--- src/common/flash_seq_map.svh ---
// offsets, field positions, reset values and timing counts of the flash self-write sequencer
`ifndef FLASH_SEQ_MAP_SVH
`define FLASH_SEQ_MAP_SVH
`define OFF_CTRL      3'h0
`define OFF_UNLOCK    3'h1
`define OFF_ADDR_LO   3'h2
`define OFF_ADDR_HI   3'h3
`define OFF_DATA_LO   3'h4
`define OFF_DATA_HI   3'h5
`define CTRL_RD_BIT   0
`define CTRL_WR_BIT   1
`define CTRL_WRITE_ENABLE_BIT_BIT 2
`define CTRL_TEST_BIT 6
`define CTRL_RESET    1'b0
`define REG_RESET     8'h00
`define SYNC_RESET    4'h4
`define UNLOCK_KEY1   8'h55
`define UNLOCK_KEY2   8'hAA
`define SLOT_LAST     2'h3
`define ROW_FIRST     4'h3
`define WP_LIM_NONE   13'h0000
`define WP_LIM_LOW    13'h0100
`define WP_LIM_HALF   13'h0800
`define WP_LIM_ALL    13'h1000
`define PREP_CYCLES   2
`define CLK_KHZ       50000
`define STALL_MS      4
`define PWRT_MS       72
`define STALL_CYCLES  (`STALL_MS * `CLK_KHZ)
`define PWRT_CYCLES   (`PWRT_MS * `CLK_KHZ)
`endif

--- src/common/flash_seq_pkg.sv ---
// types of the flash self-write sequencer
package flash_seq_pkg;
	typedef logic [13:0] word_t;
	typedef logic [11:0] addr_t;
	typedef enum logic [2:0] {
		UNL_IDLE  = 3'h1,
		UNL_KEY1  = 3'h2,
		UNL_ARMED = 3'h4
	} unlock_e;
	typedef enum logic [4:0] {
		S_IDLE  = 5'h01,
		S_PREP  = 5'h02,
		S_ERASE = 5'h04,
		S_PROG  = 5'h08,
		S_WAIT  = 5'h10
	} seq_e;
endpackage

--- src/flash_self_write_sequencer.sv ---
// flash self-write sequencer: unlock, four-word buffer, row erase, program and stall
//
// Contract
// - self-write only into unprotected segments
// - serial port: code protect blocks, not write-protect
// - writes go in aligned four-word groups
// - operation is row erase plus aligned group
// - trigger on slot 11 commits buffer
// - two preparation cycles after every trigger
// - first three slots load without stall
// - processor halts about 4 ms, clocks run
// - execution resumes when halt drops
// - erase only when low nibble is 0011
// - reset clears write enable
// - no writes during 72 ms power-up timer
// - code protect disables test area reads
// - write protect never blocks reads
// - trigger set-only, cleared by hardware
// - write enable low inhibits all writes
// - read trigger fetches word, clears itself
// - high address register gives top 4 bits
`timescale 1ns/1ps
`include "flash_seq_map.svh"
module flash_self_write_sequencer #(
	parameter int unsigned STALL_CYCLES = `STALL_CYCLES,
	parameter int unsigned PWRT_CYCLES  = `PWRT_CYCLES
) (
	// clock, reset, enable
	input  wire logic                 clk_in,
	input  wire logic                 resetn_in,
	input  wire logic                 ce_in,
	// register port
	input  wire logic [2:0]           reg_addr_in,
	input  wire logic [7:0]           reg_wdata_in,
	input  wire logic                 reg_wr_in,
	input  wire logic                 reg_rd_in,
	output logic      [7:0]           reg_rdata_out,
	// configuration pins
	input  wire logic [1:0]           write_protect_field_in,
	input  wire logic                 code_protect_in,
	// external serial programming request
	input  wire logic                 ext_prog_write_in,
	output logic                      ext_prog_allow_out,
	// program memory array
	output flash_seq_pkg::addr_t      flash_addr_out,
	output flash_seq_pkg::word_t      flash_wdata_out,
	input  wire flash_seq_pkg::word_t flash_rdata_in,
	output logic                      flash_rd_out,
	output logic                      flash_erase_out,
	output logic                      flash_prog_out,
	output logic                      flash_test_sel_out,
	// processor
	output logic                      cpu_halt_during_access_out
);
	////////////////////////////////////////////////////////////////////////
	// addresses below the limit are protected
	function automatic logic is_protected(input logic [1:0] field, input flash_seq_pkg::addr_t a);
		logic [12:0] lim;
		lim = `WP_LIM_NONE;
		case (field)
			2'h3: lim = `WP_LIM_NONE;
			2'h2: lim = `WP_LIM_LOW;
			2'h1: lim = `WP_LIM_HALF;
			default: lim = `WP_LIM_ALL;
		endcase
		is_protected = ({1'b0, a} < lim);
	endfunction

	////////////////////////////////////////////////////////////////////////
	// configuration and pin synchronisers; reset state assumes full protection
	logic [3:0] sync1_ff;
	logic [3:0] sync2_ff;
	logic [1:0] wp_field;
	logic       cp_on;
	always_ff @(posedge clk_in or negedge resetn_in) begin
		if (!resetn_in) begin
			sync1_ff <= `SYNC_RESET;
			sync2_ff <= `SYNC_RESET;
		end else if (ce_in) begin
			sync1_ff <= {ext_prog_write_in, code_protect_in, write_protect_field_in};
			sync2_ff <= sync1_ff;
		end
	end
	assign wp_field = sync2_ff[1:0];
	assign cp_on    = sync2_ff[2];
	assign ext_prog_allow_out = sync2_ff[3] && !cp_on;

	////////////////////////////////////////////////////////////////////////
	// power-up timer
	logic [21:0] pwrt_cnt_ff;
	logic        pwrt_done_ff;
	always_ff @(posedge clk_in or negedge resetn_in) begin
		if (!resetn_in) begin
			pwrt_cnt_ff  <= 22'h0;
			pwrt_done_ff <= 1'b0;
		end else if (ce_in && !pwrt_done_ff) begin
			pwrt_cnt_ff <= pwrt_cnt_ff + 22'h1;
			if (pwrt_cnt_ff == 22'(PWRT_CYCLES - 1))
				pwrt_done_ff <= 1'b1;
		end
	end

	////////////////////////////////////////////////////////////////////////
	// register decode and unlock sequence
	flash_seq_pkg::unlock_e unlock_ff;
	flash_seq_pkg::seq_e    seq_ff;
	logic                   wr_ctrl;
	logic                   wr_unlock;
	logic                   trig_ok;
	logic                   rd_go;
	logic                   seq_end;
	logic                   write_enable_bit_ff;
	logic                   test_ff;
	logic                   wr_ff;
	logic                   rd_ff;
	logic [7:0]             addr_lo_ff;
	logic [3:0]             addr_hi_ff;
	logic [7:0]             data_lo_ff;
	logic [5:0]             data_hi_ff;
	flash_seq_pkg::addr_t   cur_addr;

	assign wr_ctrl   = ce_in && reg_wr_in && (reg_addr_in == `OFF_CTRL);
	assign wr_unlock = ce_in && reg_wr_in && (reg_addr_in == `OFF_UNLOCK);
	assign cur_addr  = {addr_hi_ff, addr_lo_ff};
	assign rd_go     = wr_ctrl && reg_wdata_in[`CTRL_RD_BIT] && (seq_ff == flash_seq_pkg::S_IDLE);
	assign trig_ok   = wr_ctrl && reg_wdata_in[`CTRL_WR_BIT] && !wr_ff && write_enable_bit_ff
	                   && (unlock_ff == flash_seq_pkg::UNL_ARMED) && pwrt_done_ff
	                   && (seq_ff == flash_seq_pkg::S_IDLE) && !is_protected(wp_field, cur_addr);

	// any other write breaks the sequence, so the trigger must follow the keys directly
	// key sequence tracking
	always_ff @(posedge clk_in or negedge resetn_in) begin
		if (!resetn_in)
			unlock_ff <= flash_seq_pkg::UNL_IDLE;
		else if (ce_in && reg_wr_in) begin
			case (unlock_ff)
				flash_seq_pkg::UNL_KEY1:
					unlock_ff <= (wr_unlock && reg_wdata_in == `UNLOCK_KEY2) ?
					             flash_seq_pkg::UNL_ARMED : flash_seq_pkg::UNL_IDLE;
				default:
					unlock_ff <= (wr_unlock && reg_wdata_in == `UNLOCK_KEY1) ?
					             flash_seq_pkg::UNL_KEY1 : flash_seq_pkg::UNL_IDLE;
			endcase
		end
	end

	////////////////////////////////////////////////////////////////////////
	// control register
	// write enable cleared at reset
	always_ff @(posedge clk_in or negedge resetn_in) begin
		if (!resetn_in) begin
			write_enable_bit_ff <= `CTRL_RESET;
			test_ff <= `CTRL_RESET;
		end else if (wr_ctrl) begin
			write_enable_bit_ff <= reg_wdata_in[`CTRL_WRITE_ENABLE_BIT_BIT];
			test_ff <= reg_wdata_in[`CTRL_TEST_BIT];
		end
	end

	always_ff @(posedge clk_in or negedge resetn_in) begin
		if (!resetn_in)
			wr_ff <= `CTRL_RESET;
		else if (ce_in) begin
			if (trig_ok)
				wr_ff <= 1'b1;
			else if (seq_end)
				wr_ff <= 1'b0;
		end
	end

	always_ff @(posedge clk_in or negedge resetn_in) begin
		if (!resetn_in)
			rd_ff <= `CTRL_RESET;
		else if (ce_in)
			rd_ff <= rd_go;
	end

	////////////////////////////////////////////////////////////////////////
	// address and data registers; a fetched word overrides a software write
	always_ff @(posedge clk_in or negedge resetn_in) begin
		if (!resetn_in) begin
			addr_lo_ff <= `REG_RESET;
			addr_hi_ff <= 4'h0;
		end else if (ce_in && reg_wr_in) begin
			if (reg_addr_in == `OFF_ADDR_LO)
				addr_lo_ff <= reg_wdata_in;
			if (reg_addr_in == `OFF_ADDR_HI)
				addr_hi_ff <= reg_wdata_in[3:0];
		end
	end

	always_ff @(posedge clk_in or negedge resetn_in) begin
		if (!resetn_in) begin
			data_lo_ff <= `REG_RESET;
			data_hi_ff <= 6'h0;
		end else if (ce_in) begin
			if (rd_ff) begin
				data_lo_ff <= flash_rdata_in[7:0];
				data_hi_ff <= flash_rdata_in[13:8];
			end else if (reg_wr_in && reg_addr_in == `OFF_DATA_LO)
				data_lo_ff <= reg_wdata_in;
			else if (reg_wr_in && reg_addr_in == `OFF_DATA_HI)
				data_hi_ff <= reg_wdata_in[5:0];
		end
	end

	////////////////////////////////////////////////////////////////////////
	// four-word buffer
	flash_seq_pkg::word_t buf_ff [4];
	for (genvar g = 0; g < 4; g++) begin : g_slot
		// slot chosen by low address bits
		always_ff @(posedge clk_in or negedge resetn_in) begin
			if (!resetn_in)
				buf_ff[g] <= 14'h0;
			else if (trig_ok && addr_lo_ff[1:0] == 2'(g))
				buf_ff[g] <= {data_hi_ff, data_lo_ff};
		end
	end

	////////////////////////////////////////////////////////////////////////
	// erase and program sequencer
	logic [1:0]  cnt_ff;
	logic [1:0]  idx_ff;
	logic        commit_ff;
	logic        erase_req_ff;
	logic [9:0]  base_ff;
	logic [17:0] stall_ff;

	assign seq_end = ((seq_ff == flash_seq_pkg::S_PREP) && !commit_ff
	                  && cnt_ff == 2'(`PREP_CYCLES - 1))
	                 || ((seq_ff == flash_seq_pkg::S_WAIT)
	                  && stall_ff >= 18'(STALL_CYCLES - 1));

	always_ff @(posedge clk_in or negedge resetn_in) begin
		if (!resetn_in) begin
			seq_ff       <= flash_seq_pkg::S_IDLE;
			cnt_ff       <= 2'h0;
			idx_ff       <= 2'h0;
			commit_ff    <= 1'b0;
			erase_req_ff <= 1'b0;
			base_ff      <= 10'h0;
			stall_ff     <= 18'h0;
		end else if (ce_in) begin
			case (seq_ff)
				flash_seq_pkg::S_IDLE: begin
					cnt_ff   <= 2'h0;
					idx_ff   <= 2'h0;
					stall_ff <= 18'h0;
					if (trig_ok) begin
						seq_ff       <= flash_seq_pkg::S_PREP;
						commit_ff    <= (addr_lo_ff[1:0] == `SLOT_LAST);
						erase_req_ff <= (addr_lo_ff[3:0] == `ROW_FIRST);
						base_ff      <= cur_addr[11:2];
					end
				end
				flash_seq_pkg::S_PREP: begin
					cnt_ff <= cnt_ff + 2'h1;
					if (cnt_ff == 2'(`PREP_CYCLES - 1)) begin
						if (!commit_ff)
							seq_ff <= flash_seq_pkg::S_IDLE;
						else if (erase_req_ff)
							seq_ff <= flash_seq_pkg::S_ERASE;
						else
							seq_ff <= flash_seq_pkg::S_PROG;
					end
				end
				flash_seq_pkg::S_ERASE: begin
					stall_ff <= stall_ff + 18'h1;
					seq_ff   <= flash_seq_pkg::S_PROG;
				end
				flash_seq_pkg::S_PROG: begin
					stall_ff <= stall_ff + 18'h1;
					idx_ff   <= idx_ff + 2'h1;
					if (idx_ff == `SLOT_LAST)
						seq_ff <= flash_seq_pkg::S_WAIT;
				end
				flash_seq_pkg::S_WAIT: begin
					stall_ff <= stall_ff + 18'h1;
					if (seq_end)
						seq_ff <= flash_seq_pkg::S_IDLE;
				end
				default: seq_ff <= flash_seq_pkg::S_IDLE;
			endcase
		end
	end

	// halting the core, not gating clocks, keeps peripherals running
	assign cpu_halt_during_access_out = (seq_ff == flash_seq_pkg::S_ERASE)
	                                    || (seq_ff == flash_seq_pkg::S_PROG)
	                                    || (seq_ff == flash_seq_pkg::S_WAIT);
	assign flash_rd_out       = rd_ff;
	// test area off under code protect
	assign flash_test_sel_out = test_ff && !cp_on;

	////////////////////////////////////////////////////////////////////////
	// array strobes, one cycle behind the sequencer state
	always_ff @(posedge clk_in or negedge resetn_in) begin
		if (!resetn_in) begin
			flash_addr_out  <= 12'h0;
			flash_wdata_out <= 14'h0;
			flash_erase_out <= 1'b0;
			flash_prog_out  <= 1'b0;
		end else if (ce_in) begin
			flash_erase_out <= (seq_ff == flash_seq_pkg::S_ERASE);
			flash_prog_out  <= (seq_ff == flash_seq_pkg::S_PROG);
			flash_wdata_out <= buf_ff[idx_ff];
			if (rd_go)
				flash_addr_out <= cur_addr;
			else if (seq_ff == flash_seq_pkg::S_ERASE || seq_ff == flash_seq_pkg::S_PROG)
				flash_addr_out <= {base_ff, idx_ff};
		end
	end

	////////////////////////////////////////////////////////////////////////
	// register read port, data valid only in the cycle after the strobe
	always_ff @(posedge clk_in or negedge resetn_in) begin
		if (!resetn_in)
			reg_rdata_out <= `REG_RESET;
		else if (ce_in) begin
			reg_rdata_out <= `REG_RESET;
			if (reg_rd_in) begin
				case (reg_addr_in)
					`OFF_CTRL:    reg_rdata_out <= {1'b0, test_ff, 3'h0, write_enable_bit_ff, wr_ff, rd_ff};
					`OFF_ADDR_LO: reg_rdata_out <= addr_lo_ff;
					`OFF_ADDR_HI: reg_rdata_out <= {4'h0, addr_hi_ff};
					`OFF_DATA_LO: reg_rdata_out <= data_lo_ff;
					`OFF_DATA_HI: reg_rdata_out <= {2'h0, data_hi_ff};
					default:      reg_rdata_out <= `REG_RESET;
				endcase
			end
		end
	end

	////////////////////////////////////////////////////////////////////////
	// checks
	property p_unlock_needed;
		@(posedge clk_in) disable iff (!resetn_in || !ce_in)
		(wr_ctrl && reg_wdata_in[`CTRL_WR_BIT] && seq_ff == flash_seq_pkg::S_IDLE
		 && unlock_ff != flash_seq_pkg::UNL_ARMED) |=> (seq_ff == flash_seq_pkg::S_IDLE && !wr_ff);
	endproperty
	a_unlock_needed: assert property (p_unlock_needed)
		else $error("trigger without unlock");

	property p_write_enable_bit_reset;
		@(posedge clk_in) $rose(resetn_in) |-> !write_enable_bit_ff;
	endproperty
	a_write_enable_bit_reset: assert property (p_write_enable_bit_reset)
		else $error("write enable set after reset");

	property p_pwrt_block;
		@(posedge clk_in) disable iff (!resetn_in)
		!pwrt_done_ff |-> (seq_ff == flash_seq_pkg::S_IDLE && !wr_ff);
	endproperty
	a_pwrt_block: assert property (p_pwrt_block)
		else $error("write during power-up timer");

	property p_protect;
		@(posedge clk_in) disable iff (!resetn_in || !ce_in)
		flash_prog_out |-> !is_protected(wp_field, flash_addr_out);
	endproperty
	a_protect: assert property (p_protect)
		else $error("programmed protected word");

	property p_load_only;
		@(posedge clk_in) disable iff (!resetn_in || !ce_in)
		(trig_ok && addr_lo_ff[1:0] != `SLOT_LAST) |=>
		(seq_ff == flash_seq_pkg::S_PREP && !cpu_halt_during_access_out) [*2]
		##1 (seq_ff == flash_seq_pkg::S_IDLE && !wr_ff && !flash_prog_out);
	endproperty
	a_load_only: assert property (p_load_only)
		else $error("buffer load misbehaved");

	property p_erase_commit;
		@(posedge clk_in) disable iff (!resetn_in || !ce_in)
		(trig_ok && addr_lo_ff[3:0] == `ROW_FIRST) |=> ##3 flash_erase_out ##1 flash_prog_out [*4];
	endproperty
	a_erase_commit: assert property (p_erase_commit)
		else $error("row erase commit wrong");

	property p_no_erase;
		@(posedge clk_in) disable iff (!resetn_in || !ce_in)
		(trig_ok && addr_lo_ff[1:0] == `SLOT_LAST && addr_lo_ff[3:2] != 2'h0) |=>
		##3 (!flash_erase_out && flash_prog_out) [*4];
	endproperty
	a_no_erase: assert property (p_no_erase)
		else $error("commit without erase wrong");

	property p_group_walk;
		@(posedge clk_in) disable iff (!resetn_in || !ce_in)
		$rose(flash_prog_out) |-> flash_addr_out[1:0] == 2'h0
		##1 (flash_addr_out[1:0] == 2'h1 && $stable(flash_addr_out[11:2]))
		##1 (flash_addr_out[1:0] == 2'h2 && $stable(flash_addr_out[11:2]))
		##1 (flash_addr_out[1:0] == 2'h3 && $stable(flash_addr_out[11:2]));
	endproperty
	a_group_walk: assert property (p_group_walk)
		else $error("group walk out of order");

	property p_stall_len;
		@(posedge clk_in) disable iff (!resetn_in || !ce_in)
		$rose(cpu_halt_during_access_out) |-> cpu_halt_during_access_out [*8];
	endproperty
	a_stall_len: assert property (p_stall_len)
		else $error("stall too short");

	property p_resume;
		@(posedge clk_in) disable iff (!resetn_in || !ce_in)
		$fell(cpu_halt_during_access_out) |-> (!wr_ff && seq_ff == flash_seq_pkg::S_IDLE);
	endproperty
	a_resume: assert property (p_resume)
		else $error("trigger not cleared at resume");

	property p_read;
		@(posedge clk_in) disable iff (!resetn_in || !ce_in)
		rd_go |=> (flash_rd_out && flash_addr_out == $past(cur_addr)) ##1 !flash_rd_out;
	endproperty
	a_read: assert property (p_read)
		else $error("read trigger misbehaved");

	property p_test_gate;
		@(posedge clk_in) disable iff (!resetn_in || !ce_in)
		(flash_test_sel_out || ext_prog_allow_out) |-> !$past(code_protect_in, 2);
	endproperty
	a_test_gate: assert property (p_test_gate)
		else $error("access allowed under code protect");

	c_erase: cover property (@(posedge clk_in) disable iff (!resetn_in) $rose(flash_erase_out));
	c_load: cover property (@(posedge clk_in) disable iff (!resetn_in)
		trig_ok && addr_lo_ff[1:0] == 2'h0);
	c_resume: cover property (@(posedge clk_in) disable iff (!resetn_in)
		$fell(cpu_halt_during_access_out));
	c_read: cover property (@(posedge clk_in) disable iff (!resetn_in) flash_rd_out);
endmodule

--- config.mk ---
export PLATFORM = sky130hd
export DESIGN_NAME = flash_self_write_sequencer
export DESIGN_NICKNAME = d
export VERILOG_FILES = /design/src/common/flash_seq_pkg.sv /design/src/flash_self_write_sequencer.sv
export VERILOG_INCLUDE_DIRS = /design/src /design/src/common
export SDC_FILE = /design/constraint.sdc
export NUM_CORES = 1
export LEC_CHECK = 0
export BUFFER_PORTS_ARGS = -buffer_cell sky130_fd_sc_hd__clkbuf_2
export CAP_MARGIN = 25
export CORE_UTILIZATION = 39
export CTS_BUF_LIST = sky130_fd_sc_hd__clkbuf_4 sky130_fd_sc_hd__clkbuf_8 sky130_fd_sc_hd__clkbuf_16
export DETAILED_ROUTE_END_ITERATION = 6
export GPL_ROUTABILITY_DRIVEN = 0
export MAX_ROUTING_LAYER = met4
export PLACE_DENSITY = 0.66
export SYNTH_ARGS = -nofsm -noshare
export SYNTH_HDL_FRONTEND = slang
export SYNTH_SLANG_ARGS = --single-unit
--- constraint.sdc ---
create_clock -name clk_in -period 5.7 [get_ports clk_in]
set_clock_uncertainty 0.15 [all_clocks]
set_input_delay 1.14 -clock clk_in [delete_from_list [all_inputs] [get_ports clk_in]]
set_output_delay 1.14 -clock clk_in [all_outputs]
set_load 0.02 [all_outputs]
After elaboration in Yosys (flattened, before gate mapping)
Cells that the tools add are included.
- register bits: 195
- output and inout port bits: 40
- reduce and logical (&&, ||, !) cells: 56
- order comparisons: 3
- equal/unequal tests: 29
- add/sub/neg operators: 4
- multiplexer cells: 28
- bitwise gates (word level): 1
- operator list (operator ; number):
    $pmux W8 S5 ; 1
    $pmux W13 S3 ; 1
    $pmux W18 S2 ; 1
    $bmux W14 S2 ; 1
    $mux W14 ; 2
    $logic_and A1 B1 Y1 ; 26
    $pmux W5 S5 ; 1
    $mux W12 ; 2
    $mux W8 ; 3
    $add A22 B1 Y22 const B ; 1
    $eq A22 B22 Y1 const B ; 1
    $mux W5 ; 4
    $add A18 B1 Y18 const B ; 1
    $ge A18 B18 Y1 const B ; 1
    $mux W6 ; 3
    $reduce_and A2 Y1 ; 9
    $reduce_bool A2 Y1 ; 7
    $lt A12 B13 Y1 ; 1
    $eq A2 B2 Y1 const B ; 5
    $eq A3 B2 Y1 const B ; 3
    $eq A3 B3 Y1 const B ; 3
    $eq A8 B7 Y1 const B ; 1
    $eq A8 B8 Y1 const B ; 1
    $mux W4 ; 2
    other kinds (24) ; 40

Longest topological paths before layout
Gate-level depths: netlist (run 1).
- word-level depth: 11
- mapped depth: 8
- mapped depth without buffers: 6

Least setup slack after synthesis (run 1)
Ideal clock, no wire load.
- path type: input to register
- from: input reg_addr_in[0]
- to: register buf_ff[45] (netlist bit)
- slack: 2.524 ns
- arrival: 2.901 ns
- library setup time: 0.125 ns
- required time: 5.425 ns
- path buffers: 2
- stages: 6
- cells stage by stage: buf_2 -> nor4_4 -> and4bb_2 -> nor3b_2 -> buf_4 -> mux2_2
- word-level cells in the longest chain between the ends: 10
- RTL lines (item ; line ; text):
    start, declared ; flash_self_write_sequencer.sv:33 ; input wire logic [2:0] reg_addr_in,
    $logic_not A3 Y1 ; - ;
    $logic_and A1 B1 Y1 ; flash_self_write_sequencer.sv:122 ; assign wr_ctrl = ce_in && reg_wr_in && (reg_addr_in == `OFF_CTRL);
    $logic_and A1 B1 Y1 (7 in series) ; flash_self_write_sequencer.sv:126 ; assign trig_ok = wr_ctrl && reg_wdata_in[`CTRL_WR_BIT] && !wr_ff && write_enable_bit_ff
    $logic_and A1 B1 Y1 ; flash_self_write_sequencer.sv:215 ; else if (trig_ok && addr_lo_ff[1:0] == 2'(g))
    end signal, assigned by index ; flash_self_write_sequencer.sv:216 ; buf_ff[g] <= {data_hi_ff, data_lo_ff};
    end, declared ; flash_self_write_sequencer.sv:209 ; flash_seq_pkg::word_t buf_ff [4];
Every way passes these cells.
A chain may end at the register's enable or synchronous reset.

Final worst setup path (run 1)
- from: input reg_addr_in[0]
- to: register buf_ff[19] (netlist bit)
Same word-level chain as after synthesis.

==> run_results.csv, run 1 <==
group,metric,value,unit
synth,yosysSeqAreaShare,53.9,%
detailed_routing,drtIter0Drc,383,
layout,layout.nets,856,
cts,cts.reportedPaths.clkPinSlew,0.07,ns
pwr,vdd_ir_drop_max,201,uV
detailed_routing,routedWlPerCell,17.9,um
synth,synth_enable_flop_cells,0,
setup_path,critPathLaunchType,"input pin",
cts,htreeDepth,4,
synth,ys_types,60,
timing,slew_violations,0,
setup_path,critPathRequiredTime,5.87,ns
floorplanning,io-pin-count,74,
placement,dpl.hpwl,13500,um
cts,hold_buffers,0,
layout,n_antenna_cell,0,
grt,grt_max_degree,122,
grt,grt_pass1_wl,33100,um
layout,area_growth,14.0,%
synth,synth_area,9070,um^2
synth,async_flop_share,100,%
detailed_routing,vias_per_cell,5.42,
grt,track_usage,18.5,%
pwr,p_per_area,294,nW/um^2
timing,period_needed,3.44,ns
setup_path,endpoint_kind,"flop",
synth,ys_ff_latch,195,
synth,yosysTopAreaCellShare,52.7,%
pwr,p_leak,0.00488,uW
setup_path,critPathKind,"input pin to flop",
timing,setup_tns,0,ns
cts,cts_root_buf,"clkbuf_16",
placement,place_ws,1.81,ns
synth,yosys-top-cells-area,"dfrtp_1 (53%), mux2_2 (12%), nand2_1 (3.6%)",
timing,slew_headroom,21.5,%
floorplanning,fp.dieW,154,um
timing,finalSetupViolations,0,
timing,hold_ws,0.318,ns
grt,grt.overflow.total,0,
floorplanning,start_util,39.9,%
timing,hold_viol,0,
detailed_routing,wirelength,20000,um
timing,setup_ws,2.26,ns
placement,port_buffers,73,
cts,post_cts_resized,0,
floorplanning,die-height,154,um
floorplanning,die-area,23900,um^2
grt,grt_pass1_vias,6031,
setup_path,critPathSlowestCell,"or3b_1",
timing,fmax,291,MHz
synth,syn_avg_cell_area,12.0,um^2
synth,syn_inst,755,
setup_path,cp_data_arrival_time,3.61,ns
synth,yosys.area.top_type,"dfrtp_1",
run,maxCapViolCount,0,
grt,antenna_found_initial,0,
cts,clk_path_buf_depth,2,
detailed_routing,firstDrtPassIters,7,
timing,worst_slew_pin_slew,1.18,ns
hold_path,hold_path_class,"flop to flop",
synth,synth_top_flop_cell,"dfrtp_1",
cts,cts_tree,"built",
detailed_routing,drc_errors,0,
synth,synthesis.nets,793,
status,status,"complete, no violations",
detailed_routing,ant_nets,0,
floorplanning,rows,55,
setup_path,reg2reg_depth,5,
cts,cts.sinks,195,
timing,finalCritPeriodShare,60.3,%
detailed_routing,num_vias,6050,
cts,numCtsBuffers,17,
synth,yosysMostFrequentCell,"dfrtp_1",
setup_path,critPathMaxFanout,19,
setup_path,path_cells,"clkbuf_2, nor4_4, nand4b_4, or3b_1, mux2_4",
timing,rsz0062_at_grt,"no",
hold_path,whs_path_depth,1,
cts,cts_setup_buffers,0,
synth,yosys-top-cells-count,"dfrtp_1 (191), mux2_2 (94), nand2_1 (86), o21ai_0 (42), xnor2_1 (31)",
floorplanning,core,22700,um^2
cts,clock_latency,0.44,ns
setup_path,max_stage_delay,0.81,ns
layout,drive_above_1_share,29.8,%
synth,ys_warn_count,0,
## power by group
group / total, uW / switching, uW / internal, uW
clock network: 1200 / 607 / 595
logic: 243 / 131 / 112
registers: 1600 / 131 / 1470
total: 3050 / 870 / 2180
## placed cells by master (no fill, tap or decap), drive strengths merged, types with 10 or more instances in the layout
cell,n
nand3,25
nand2,87
nor3,10
xnor2,31
mux2i,15
dfrtp,191
nor4,11
mux2,104
nor2b,13
inv,19
mux4,14
nor2,29
clkbuf,91
nand4,13
a21oi,18
o21ai,43
## layer usage
| layer | vias up | GRT usage, % | wire (um) |
|---|---|---|---|
| met3 | 18 | 3.78 | 895 |
| met2 | 149 | 26.6 | 8820 |
| met5 | - | - | 0 |
| li1 | 2854 | - | - |
| met1 | 3029 | 26.4 | 10100 |
| met4 | 0 | 5.09 | 225 |
## state kept, by name, summed over array words and instances (netlist names), 2 cells and up
signal,cells
buf_ff,56
pwrt_cnt_ff,22
stall_ff,18
flash_wdata_out,14
flash_addr_out,12
base_ff,10
addr_lo_ff,8
data_lo_ff,8
reg_rdata_out,8
data_hi_ff,6
seq_ff,5
addr_hi_ff,4
sync1_ff,4
sync2_ff,4
unlock_ff,3
cnt_ff,2
idx_ff,2
## through the flow
stage / util, % / total power [uW] / std cells / instance area, um^2
CTS: 45.4 / 3080 / 1114 / 10300
global placement: 42.6 / 1860 / 1081 / 9680
floorplan: - / 1730 / 755 / 9070
finish: 45.5 / 3050 / 1116 / 10300
global route: 45.5 / 3170 / 1116 / 10300
detailed placement: 42.7 / 1870 / 1082 / 9700
## final timing paths
| check | startpoint | end | slack (ns) |
|---|---|---|---|
| worst max-delay path | reg_addr_in[0] | buf_ff[19] | 2.26 |
| worst min-delay path | pwrt_cnt_ff[21] | pwrt_cnt_ff[21] | 0.32 |
| worst max register to register | seq_ff[0] | buf_ff[19] | 2.67 |
| worst min register to register | pwrt_cnt_ff[21] | pwrt_cnt_ff[21] | 0.32 |
| max in group asynchronous | resetn_in | reg_rdata_out[3] | 3.77 |
| min in group asynchronous | resetn_in | flash_addr_out[11] | 0.36 |
## logic make-up (layout without fill, tap and decap cells)
| family | Yosys count | after routing | synth area share (%) |
|---|---|---|---|
| compound gates | 95 | 95 | 6.60 |
| xor+xnor | 39 | 39 | 3.77 |
| fa+ha+maj | 4 | 4 | 0.552 |
| buf+inv | 50 | 126 | 2.37 |
| flops | 195 | 195 | 53.9 |
| mux | 133 | 133 | 18.5 |
| simple gates | 239 | 239 | 14.4 |
## critical path, delay by kind of cell
family / cells / cell delay, ns
buffers and inverters: 1 / 0.31
muxes: 1 / 0.43
and+or+nand+nor: 3 / 1.72
## area by class of cell
class	count	area [um^2]
well taps	285	357
multi-input cells	510	3970
repair buffers	81	474
inverters	13	48.8
clock buffers	17	425
flip-flops and latches	195	4880
clock inverters	15	178
fillers	2103	12400
Power figures use the tool's default switching activity.
==> run 2: changes to the inputs <==
--- a/config.mk
+++ b/config.mk
@@ -6,6 +6,7 @@
 export SDC_FILE = /design/constraint.sdc
 export NUM_CORES = 1
 export LEC_CHECK = 0
+export ABC_AREA = 1
 export BUFFER_PORTS_ARGS = -buffer_cell sky130_fd_sc_hd__clkbuf_2
 export CAP_MARGIN = 25
 export CORE_UTILIZATION = 39
==> constraint.sdc (replaced) <==
create_clock -name clk_in -period 3.3 [get_ports clk_in]
set_clock_uncertainty 0.15 [all_clocks]
set_input_delay 0.66 -clock clk_in [delete_from_list [all_inputs] [get_ports clk_in]]
set_output_delay 0.66 -clock clk_in [all_outputs]
set_load 0.02 [all_outputs]
==> run_results.csv, run 2 <==
group,metric,value,unit
pwr,p_per_area,494,nW/um^2
synth,yosysSeqAreaShare,52.5,%
grt,antenna_found_initial,0,
setup_path,critPathMaxFanout,17,
setup_path,reg2reg_depth,9,
synth,synthSimpleGateAreaFrac,25.5,%
run,maxCapViolCount,0,
cts,numCtsBuffers,17,
synth,yosys.area.top_type,"dfrtp_1",
setup_path,critPathRequiredTime,2.49,ns
grt,track_usage,21.0,%
layout,fin_area,10600,um^2
hold_path,hold_path_class,"input pin to asynchronous set/reset pin",
synth,synthesis.nets,1184,
pwr,p_leak,0.00502,uW
setup_path,endpoint,"cpu_halt_during_access_out",
synth,ys_warn_count,0,
synth,synth_top_family_by_area,"simple AND/OR/NAND/NOR gates",
timing,slew_headroom,40.9,%
timing,period_needed,2.61,ns
pwr,total_power,5210,uW
grt,grt_max_degree,87,
layout,layout.nets,1251,
floorplanning,io-pin-count,74,
timing,finalCritPeriodShare,79.2,%
synth,synth_fa_ha_area_share,0.537,%
timing,slew_violations,0,
timing,worst_slew_pin_slew,0.886,ns
synth,yosysTopAreaCellShare,51.3,%
layout,n_antenna_cell,0,
layout,area_growth,13.3,%
synth,syn_avg_cell_area,8.13,um^2
synth,synth_enable_flop_cells,0,
setup_path,crit_start,"seq_ff[3]",
grt,grt_pass1_wl,38800,um
cts,cts.sinks,195,
floorplanning,start_util,39.7,%
floorplanning,die-area,24500,um^2
placement,dpl_cell_area,10000,um^2
synth,yosysMostFrequentCell,"nand2_1",
synth,synth_area,9310,um^2
grt,grt.overflow.total,0,
detailed_routing,routedWlPerCell,15.3,um
setup_path,r2r-end,"buf_ff[30]",
layout,top_regs,"buf_ff: 56 flops, pwrt_cnt_ff: 22 flops, stall_ff: 18 flops",
synth,async_flop_share,100,%
synth,syn_inst,1146,
cts,cts.reportedPaths.clkPinSlew,0.07,ns
synth,synth_xor_area_share,1.98,%
detailed_routing,num_vias,7762,
pwr,vdd_ir_drop_max,380,uV
layout,final_common_cell,"nand2_1",
timing,finalSetupViolations,0,
placement,dpl.hpwl,16700,um
timing,setup_tns,0,ns
detailed_routing,vias_per_cell,5.02,
cts,cts_setup_buffers,0,
status,status,"complete, no violations",
floorplanning,die-height,157,um
detailed_routing,wirelength,23600,um
setup_path,critPathLaunchType,"flop",
cts,hold_buffers,0,
timing,fmax,383,MHz
layout,largest_reg_flops,56,
synth,synth_top_flop_cell,"dfrtp_1",
timing,hold_viol,0,
detailed_routing,drtIter0Drc,439,
layout,drive_above_1_share,12.6,%
placement,port_buffers,73,
layout,final_cell_mix,"nand2_1 (307), dfrtp_1 (191), nor2_1 (150), o21ai_0 (99), inv_1 (96)",
synth,ys_types,43,
detailed_routing,ant_nets,0,
cts,htreeDepth,4,
detailed_routing,drc_errors,0,
synth,yosys-top-cells-area,"dfrtp_1 (51%), nand2_1 (12%), nor2_1 (6.0%)",
cts,clock_latency,0.43,ns
synth,ys_ff_latch,195,
timing,rsz0062_at_grt,"no",
floorplanning,rows,56,
layout,top_register,"buf_ff",
floorplanning,core,23500,um^2
setup_path,ff2ff_setup_slack,0.95,ns
floorplanning,fp.dieW,157,um
cts,cts_root_buf,"clkbuf_16",
setup_path,cp_data_arrival_time,1.80,ns
cts,post_cts_resized,0,
synth,synth_compound_area_share,13.1,%
cts,clk_path_buf_depth,2,
setup_path,endpoint_kind,"primary output",
synth,synth_mux_area_share,0.107,%
synth,yosys-top-cells-count,"nand2_1 (307), dfrtp_1 (191), nor2_1 (150), o21ai_0 (99), inv_1 (96)",
setup_path,critPathKind,"flop to primary output",
layout,fillers,2331,
cts,cts_tree,"built",
grt,grt_pass1_vias,7495,
setup_path,worstReg2RegStart,"seq_ff[0]",
detailed_routing,firstDrtPassIters,5,
[run 2: cell types whose count changed after synthesis, moves of 46 or more]
cell / previous run / this run
mux2_2: 94 / 0
inv_1: 12 / 96
o21ai_1: 1 / 47
nand2_1: 86 / 307
o21ai_0: 42 / 99
nor2_1: 29 / 150
[run 2: power breakdown]
part	switching [uW]	internal (uW)	total (uW)
Combinational	469	165	634
Sequential	106	2530	2640
Clock	913	1020	1940
Total	1490	3720	5210
[run 2: metal layers]
layer	part of all wire, %	up-vias	track usage [%]
met5	0	-	-
met4	1.4	0	5.28
met3	4.5	27	4.04
met2	47	175	33.5
met1	47	3676	27.5
li1	-	3884	-
[run 2: worst min-delay path by stage]
stage	start	endpoint	cells past startpoint
finish	resetn_in	buf_ff[8]	1
global placement	sync1_ff[1]	sync2_ff[1]	2
CTS	resetn_in	buf_ff[8]	1
floorplan	resetn_in	addr_hi_ff[0]	0
global route	resetn_in	buf_ff[8]	1
detailed placement	sync1_ff[1]	sync1_ff[1]	2
[run 2: logic make-up (layout without fill, tap and decap cells)]
group	Yosys count	in the layout
flip-flops	195	195
adder cells (fa/ha/maj)	4	4
AO/OA/AOI/OAI	220	220
buffers and inverters	141	221
AND/OR/NAND/NOR	564	564
XOR/XNOR	21	21
multiplexers	1	1
[run 2: final cells by class]
type / instances / area, um^2 / share of cell area, %
Sequential cell: 195 / 4880 / 46.3
Multi-Input combinational cell: 810 / 3840 / 36.4
Clock buffer: 21 / 468 / 4.43
Tap cell: 319 / 399 / 3.78
Inverter: 99 / 373 / 3.53
Clock inverter: 11 / 76.3 / 0.723
Timing Repair Buffer: 90 / 514 / 4.87
[run 2: metrics by stage]
stage	setup slack (ns)	hold WS, ns	cells	util [%]
global placement	0.771	0.304	1513	42.6
global route	0.552	0.157	1545	45.0
floorplan	1.19	0.214	1146	-
finish	0.687	0.106	1545	45.0
CTS	0.679	0.164	1545	45.0
detailed placement	0.680	0.311	1513	42.6
[run 2: critical path: stages, from the launching register on]
cell	delay (ns)
dfrtp_1	0.40
nor2_2	0.25
nand3_1	0.17
nand3_2	0.11
buf_4	0.23
clkbuf_2	0.21
